### src/gpc_defines.vh
// Purpose: Constants for the per-pin control register block.
// Assumes: One 32-bit control word per pin.
// Notes: Field positions follow the control word layout.
`ifndef GPC_DEFINES_VH
`define GPC_DEFINES_VH
`define GPC_BIT_PAD_IN 24
`define GPC_BIT_OUT_DATA 16
`define GPC_BIT_IN_DIS 15
`define GPC_MUX_HI 14
`define GPC_MUX_LO 12
`define GPC_BIT_POL 11
`define GPC_BIT_OUT_SEL 10
`define GPC_BIT_DIR 9
`define GPC_MUX_GPIO 3'h0
`define GPC_MUX_ALT5 3'h5
`define GPC_RST_VALUE 32'h00000000
`endif

### src/gpc_pin_control.v
// Purpose: Per-pin control register and output, direction and input path.
// Assumes: Register port on the system clock, pad input from outside the clock domain.
// Notes: Bits outside the listed fields are reserved and read as zero.
// Summary of operation
// - GPIO output mode with single-bit path drives pin from output data bit.
// - Write to output data bit sets pin low or high when single-bit path enabled.
// - Grouped path selected makes output data bit read-only; writes ignored.
// - Output data bit reads back the programmed value, not the pin.
// - Input disable bit blocks the pin input path when one.
// - Three-bit function select: 0 GPIO, 1-4 alternates, 5 optional, 6-7 reserved.
// - Polarity one with alternate function inverts alternate function outputs.
// - Polarity one with alternate function inverts interrupt detection sense.
// - Polarity has no effect on the pin output in GPIO mode.
// - Grouped input register reports pin state uninverted always.
// - Pad input bit reflects pin regardless of source select; one when well off.
// - Output source select: zero single-bit path, one grouped register path.
// - Direction bit controls buffer only in GPIO mode; otherwise function does.
`timescale 1ns/10ps
`include "gpc_defines.vh"
`default_nettype none
module gpc_pin_control #(
  parameter HAS_ALT5 = 1
) (
  input wire i_mclk,
  input wire i_rst_b,
  input wire i_reg_wr,
  input wire [31:0] i_reg_wdata,
  output wire [31:0] o_reg_rdata,
  input wire i_grp_wr,
  input wire i_grp_wdata,
  output wire o_grp_out,
  output wire o_grp_in,
  input wire i_pad_in,
  input wire i_well_off,
  input wire [4:0] i_alt_out,
  input wire [4:0] i_alt_oe,
  output wire [4:0] o_alt_in,
  output wire o_pad_out,
  output wire o_pad_oe,
  output wire o_pad_in_en,
  output wire o_int_invert,
  output wire o_pad_sync
);
  // Stored fields of the control word, and the grouped output bit.
  reg out_data_reg;
  reg in_dis_reg;
  reg [2:0] mux_reg;
  reg pol_reg;
  reg out_sel_reg;
  reg dir_reg;
  reg grp_out_reg;
  // Two-stage synchroniser for the asynchronous pad level.
  reg sync1_reg;
  reg sync2_reg;
  // Next values of the stored fields.
  reg out_data_next;
  reg in_dis_next;
  reg [2:0] mux_next;
  reg pol_next;
  reg out_sel_next;
  reg dir_next;
  reg grp_out_next;
  // Decoded write data and derived controls.
  wire [2:0] wmux;
  reg mux_ok;
  reg alt_en;
  reg [4:0] alt_onehot;
  reg alt_level;
  reg alt_drive;
  reg pad_level;
  reg pad_drive;
  reg [31:0] rdata;
  wire alt_sel;
  wire gpio_level;
  wire pad_seen;
  wire pad_status;

  assign wmux = i_reg_wdata[`GPC_MUX_HI:`GPC_MUX_LO];

  always @* begin
    mux_ok = 1'b0;
    case (wmux)
      3'h0: begin
        mux_ok = 1'b1;
      end
      3'h1, 3'h2, 3'h3, 3'h4: begin
        mux_ok = 1'b1;
      end
      3'h5: begin
        mux_ok = (HAS_ALT5 != 0);
      end
      default: begin
        // Reserved codes are refused so the pin never points at a missing function.
        mux_ok = 1'b0;
      end
    endcase
  end

  always @* begin
    in_dis_next = in_dis_reg;
    mux_next = mux_reg;
    pol_next = pol_reg;
    out_sel_next = out_sel_reg;
    dir_next = dir_reg;
    out_data_next = out_data_reg;
    grp_out_next = grp_out_reg;
    if (i_reg_wr) begin
      in_dis_next = i_reg_wdata[`GPC_BIT_IN_DIS];
      pol_next = i_reg_wdata[`GPC_BIT_POL];
      out_sel_next = i_reg_wdata[`GPC_BIT_OUT_SEL];
      dir_next = i_reg_wdata[`GPC_BIT_DIR];
      if (mux_ok) begin
        mux_next = wmux;
      end
    end
    // gated data write
    // The select in force before the write decides, so one write can flip it safely.
    if (i_reg_wr && !out_sel_reg) begin
      out_data_next = i_reg_wdata[`GPC_BIT_OUT_DATA];
    end
    // Grouped bit is writable only while the grouped path is selected.
    if (i_grp_wr && out_sel_reg) begin
      grp_out_next = i_grp_wdata;
    end
  end

  always @(posedge i_mclk or negedge i_rst_b) begin
    if (!i_rst_b) begin
      out_data_reg <= 1'b0;
      in_dis_reg <= 1'b0;
      mux_reg <= `GPC_MUX_GPIO;
      pol_reg <= 1'b0;
      out_sel_reg <= 1'b0;
      dir_reg <= 1'b0;
      grp_out_reg <= 1'b0;
      sync1_reg <= 1'b0;
      sync2_reg <= 1'b0;
    end else begin
      sync1_reg <= i_pad_in;
      sync2_reg <= sync1_reg;
      out_data_reg <= out_data_next;
      in_dis_reg <= in_dis_next;
      mux_reg <= mux_next;
      pol_reg <= pol_next;
      out_sel_reg <= out_sel_next;
      dir_reg <= dir_next;
      grp_out_reg <= grp_out_next;
    end
  end

  assign pad_seen = sync2_reg & ~in_dis_reg;
  assign pad_status = pad_seen | i_well_off;
  assign o_pad_sync = pad_status;
  assign o_grp_in = pad_status;
  assign o_grp_out = grp_out_reg;
  assign o_pad_in_en = ~in_dis_reg;
  assign alt_sel = (mux_reg != `GPC_MUX_GPIO);
  assign gpio_level = out_sel_reg ? grp_out_reg : out_data_reg;

  // One-hot pick of the alternate function; no index ever leaves the port range.
  always @* begin
    alt_en = 1'b0;
    alt_onehot = 5'h00;
    case (mux_reg)
      3'h1: begin
        alt_en = 1'b1;
        alt_onehot = 5'h01;
      end
      3'h2: begin
        alt_en = 1'b1;
        alt_onehot = 5'h02;
      end
      3'h3: begin
        alt_en = 1'b1;
        alt_onehot = 5'h04;
      end
      3'h4: begin
        alt_en = 1'b1;
        alt_onehot = 5'h08;
      end
      3'h5: begin
        alt_en = 1'b1;
        alt_onehot = 5'h10;
      end
      default: begin
        alt_en = 1'b0;
        alt_onehot = 5'h00;
      end
    endcase
  end

  always @* begin
    alt_level = alt_en & ((|(i_alt_out & alt_onehot)) ^ pol_reg);
    alt_drive = |(i_alt_oe & alt_onehot);
  end

  always @* begin
    if (alt_sel) begin
      pad_level = alt_level;
      pad_drive = alt_drive;
    end else begin
      pad_level = gpio_level;
      pad_drive = dir_reg;
    end
  end

  assign o_pad_out = pad_level;
  assign o_pad_oe = pad_drive;
  assign o_alt_in = {5{pad_seen}} & alt_onehot;
  assign o_int_invert = pol_reg & alt_sel;

  always @* begin
    rdata = 32'h00000000;
    rdata[`GPC_BIT_PAD_IN] = pad_status;
    rdata[`GPC_BIT_OUT_DATA] = out_data_reg;
    rdata[`GPC_BIT_IN_DIS] = in_dis_reg;
    rdata[`GPC_MUX_HI:`GPC_MUX_LO] = mux_reg;
    rdata[`GPC_BIT_POL] = pol_reg;
    rdata[`GPC_BIT_OUT_SEL] = out_sel_reg;
    rdata[`GPC_BIT_DIR] = dir_reg;
  end

  assign o_reg_rdata = rdata;
endmodule // gpc_pin_control
`default_nettype wire

### config.mk
export PLATFORM = sky130hd
export DESIGN_NAME = gpc_pin_control
export DESIGN_NICKNAME = d
export VERILOG_FILES = /design/src/gpc_pin_control.v
export VERILOG_INCLUDE_DIRS = /design/src
export SDC_FILE = /design/constraint.sdc
export NUM_CORES = 1
export LEC_CHECK = 0
export ABC_AREA = 1
export ABC_CLOCK_PERIOD_IN_PS = 1250
export BUFFER_PORTS_ARGS = -buffer_cell sky130_fd_sc_hd__buf_2
export CAP_MARGIN = 20
export CORE_UTILIZATION = 31
export DETAILED_ROUTE_END_ITERATION = 10
export HOLD_SLACK_MARGIN = 0.02
export PLACE_DENSITY = 0.75
export SLEW_MARGIN = 15
export SYNTH_ARGS = -nofsm -noshare
export SYNTH_HDL_FRONTEND = slang
export SYNTH_SLANG_ARGS = --single-unit
export TNS_END_PERCENT = 100
### constraint.sdc
create_clock -name i_mclk -period 1.25 [get_ports i_mclk]
set_input_delay 0.3125 -clock i_mclk [delete_from_list [all_inputs] [get_ports i_mclk]]
set_output_delay 0.3125 -clock i_mclk [all_outputs]
set_load 0.02 [all_outputs]
==> metrics.csv <==
stage,metric,value,unit
drt,wl,2210,um
timing,holdWs,151,ps
logic_synthesis,synth_top_cell_by_area,dfrtp_1,
drt,drtAntennaViolNets,0,
logic_synthesis,synth.avg_cell_area,7.35,um2
worst_setup_path,crit_required,940,ps
timing,min_period,1820,ps
floorplan,dieArea,3090,um2
clock_network,cts.sinks,11,
timing,fmax,548,MHz
final_layout,n_antenna_cell,0,
worst_setup_path,worstPathArrival,1510,ps
status,violations,negative setup slack,
drt,initialDrtViolationCount,30,
floorplan,io-pin-count,93,
clock_network,insertion_delay,270,ps
worst_setup_path,path_class,register to output pin,
worst_setup_path,critPathCaptureType,output pin,
final_layout,final_nets,234,
timing,fin_worst_skew,0.764,ps
logic_synthesis,ys_types,22,
final_layout,drive_above_1_share,55.4,%
worst_setup_path,crit_fanout,5,
drt,via_per_inst,4.27,
timing,rsz0062_at_grt,yes,
status,status,finished with violations,
min_path,hold_path.class,primary input to register,
power_and_ir_drop,p_per_area,950,nW/um2
final_layout,multi_input_area,518,um2
worst_setup_path,cp_common_cell,nand3_2,
logic_synthesis,ys_warn_count,0,
global_routing,track_usage,14.4,%
logic_synthesis,ys_seq_elements,11,
worst_setup_path,crit_buf_inv,3,
timing,post-route-period-util,146,%
logic_synthesis,postSynthCellCount,121,
timing,final_hold_viol_count,0,
clock_network,cts_root_buf,clkbuf_4,
global_routing,grt_max_degree,12,
global_routing,overflow,0,
clock_network,clk_pin_slew_worst_paths,70,ps
worst_setup_path,cp_top_family,flip-flops,
global_routing,grt_pass1_vias,790,
floorplan,die_x,55.6,um
clock_network,clock_path_buffers,2,
timing,tns,-4180,ps
clock_network,cts_tree,yes,
final_layout,largest_register_ff_count,3,
power_and_ir_drop,peakVddDrop,0.000653,V
final_layout,seq_area,279,um2
worst_setup_path,cp_slowest_cell,dfrtp_2,
place,post-place-ws,-327,ps
worst_setup_path,crit_chain,"clkinvlp_4, nand4_1, inv_1, nor2_2, nand3_2, nand3_2, nand2_4, buf_6",
power_and_ir_drop,leakage,0.786,nW
floorplan,core_area,2730,um2
place,port_buffers,45,
place,dp_hpwl,1470,um
timing,slew_viol_final,0,
drt,vias,918,
timing,fin_ws,-575,ps
global_routing,grt_pass1_wl,3420,um
floorplan,die_h,55.6,um
logic_synthesis,synth_area_leaders,"dfrtp_1 31%, buf_4 25%, nand2_1 7.2%",
logic_synthesis,synth.top_cell.area_share,30.9,%
worst_setup_path,critPathMaxStageDelay,480,ps
drt,drcViolationCount,0,
logic_synthesis,syn_area,890,um2
floorplan,start_util,32.5,%
logic_synthesis,yosysSeqAreaShare,30.9,%
clock_network,cts-htree-levels,1,
drt,wl_per_cell,10.3,um
drt,firstDrtPassIters,6,
final_layout,fillers,244,
floorplan,rows,19,
global_routing,antenna_found_initial,0,
final_layout,areaGrowthSynthToFinish,65.5,%
worst_setup_path,crit_path_start_kind,register,
timing,setup_viol,15,
job,maxCapViolations,0,
place,gp_congestion,0.820,
clock_network,cts_made_buffers,3,
## metrics by stage
stage                     cells  util, %  total power [mW]  area (um2)
after floorplan             143        -             0.857        1030
after global placement      200     41.8             0.957        1140
after detailed placement    200     41.8             0.962        1140
after CTS                   214     50.7              1.35        1390
after global routing        215     53.9              1.49        1470
final                       215     53.9              1.40        1470
## cell families (layout without fill, tap and decap cells)
| group | count (synthesis) | count (layout) | synth area share (%) |
|---|---|---|---|
| AOI/OAI and AO/OA | 15 | 15 | 9.14 |
| other | 1 | 23 | 0.422 |
| and+or+nand+nor | 46 | 46 | 24.2 |
| DFF | 11 | 11 | 30.9 |
| buffers and inverters | 48 | 89 | 35.3 |
## worst register-to-register path: stages (launching register included)
cell and delay [ps]:
dfrtp_2 480, clkinvlp_4 150, buf_4 150, buf_4 120, buf_4 120, a21oi_2 110
## power breakdown
group          switching, mW  internal, mW
combinational          0.395         0.321
clock                  0.116         0.123
sequential            0.0483         0.395
total                  0.560         0.839
## worst paths after layout
check                                             from                endpoint  slack, ps  cells past startpoint
worst max-delay path            mux_reg[2]$_DFFE_PN0P_               o_pad_out       -570                      8
worst min register to register     sync1_reg$_DFF_PN0_     sync2_reg$_DFF_PN0_        350                      0
min in group asynchronous                      i_rst_b     pol_reg$_DFFE_PN0P_        430                      2
worst max register to register  mux_reg[2]$_DFFE_PN0P_  mux_reg[2]$_DFFE_PN0P_         50                      5
max in group asynchronous                      i_rst_b  mux_reg[2]$_DFFE_PN0P_        600                      2
worst min-delay path                          i_pad_in     sync1_reg$_DFF_PN0_        150                      1
## Yosys cell counts, drive strengths merged
master,instances
a21oi,4
a31oi,1
buf,33
conb,1
dfrtp,11
inv,15
nand2,20
nand3,8
nand4,4
nor2,11
nor3,2
nor4,1
o211ai,1
o21ai,8
o21bai,1
## what timing repair did
item / in CTS / in global routing
setup buffers: 10 / 2
hold endpoints to repair: 11 / 0
gates resized for setup: 41 / 19
gates cloned: 1 / 0
hold buffers: 1 / 0
pin swaps: 9 / 5
endpoints found under the setup margin: 16 / 17
## layout by cell type, fill, tap and decap left out, types with 4 or more instances in the layout
cell type / instances
buf_2: 29
buf_4: 17
buf_6: 21
conb_1: 23
dfrtp_1: 8
inv_1: 9
inv_2: 4
nand2_1: 14
nand3_1: 4
nand4_1: 4
nor2_1: 4
nor2_2: 4
o21ai_0: 6
## cell type report
| type | count | area share, % |
|---|---|---|
| multi-input combinational | 84 | 35.2 |
| tap | 31 | 2.63 |
| sequential | 11 | 18.9 |
| clock buffer | 4 | 1.78 |
| timing repair buffer | 69 | 36.6 |
| inverter | 15 | 4.33 |
| timing repair inverter | 1 | 0.510 |
## layer usage
| metal | global-route usage [%] | share of wire, % | vias up |
|---|---|---|---|
| met5 | 0 | 0 | - |
| li1 | - | - | 462 |
| met2 | 23.1 | 50 | 43 |
| met4 | 7.50 | 2.0 | 0 |
| met1 | 17.8 | 41 | 409 |
| met3 | 3.49 | 7.4 | 4 |
No activity file was read; power rests on OpenSTA's default activity.
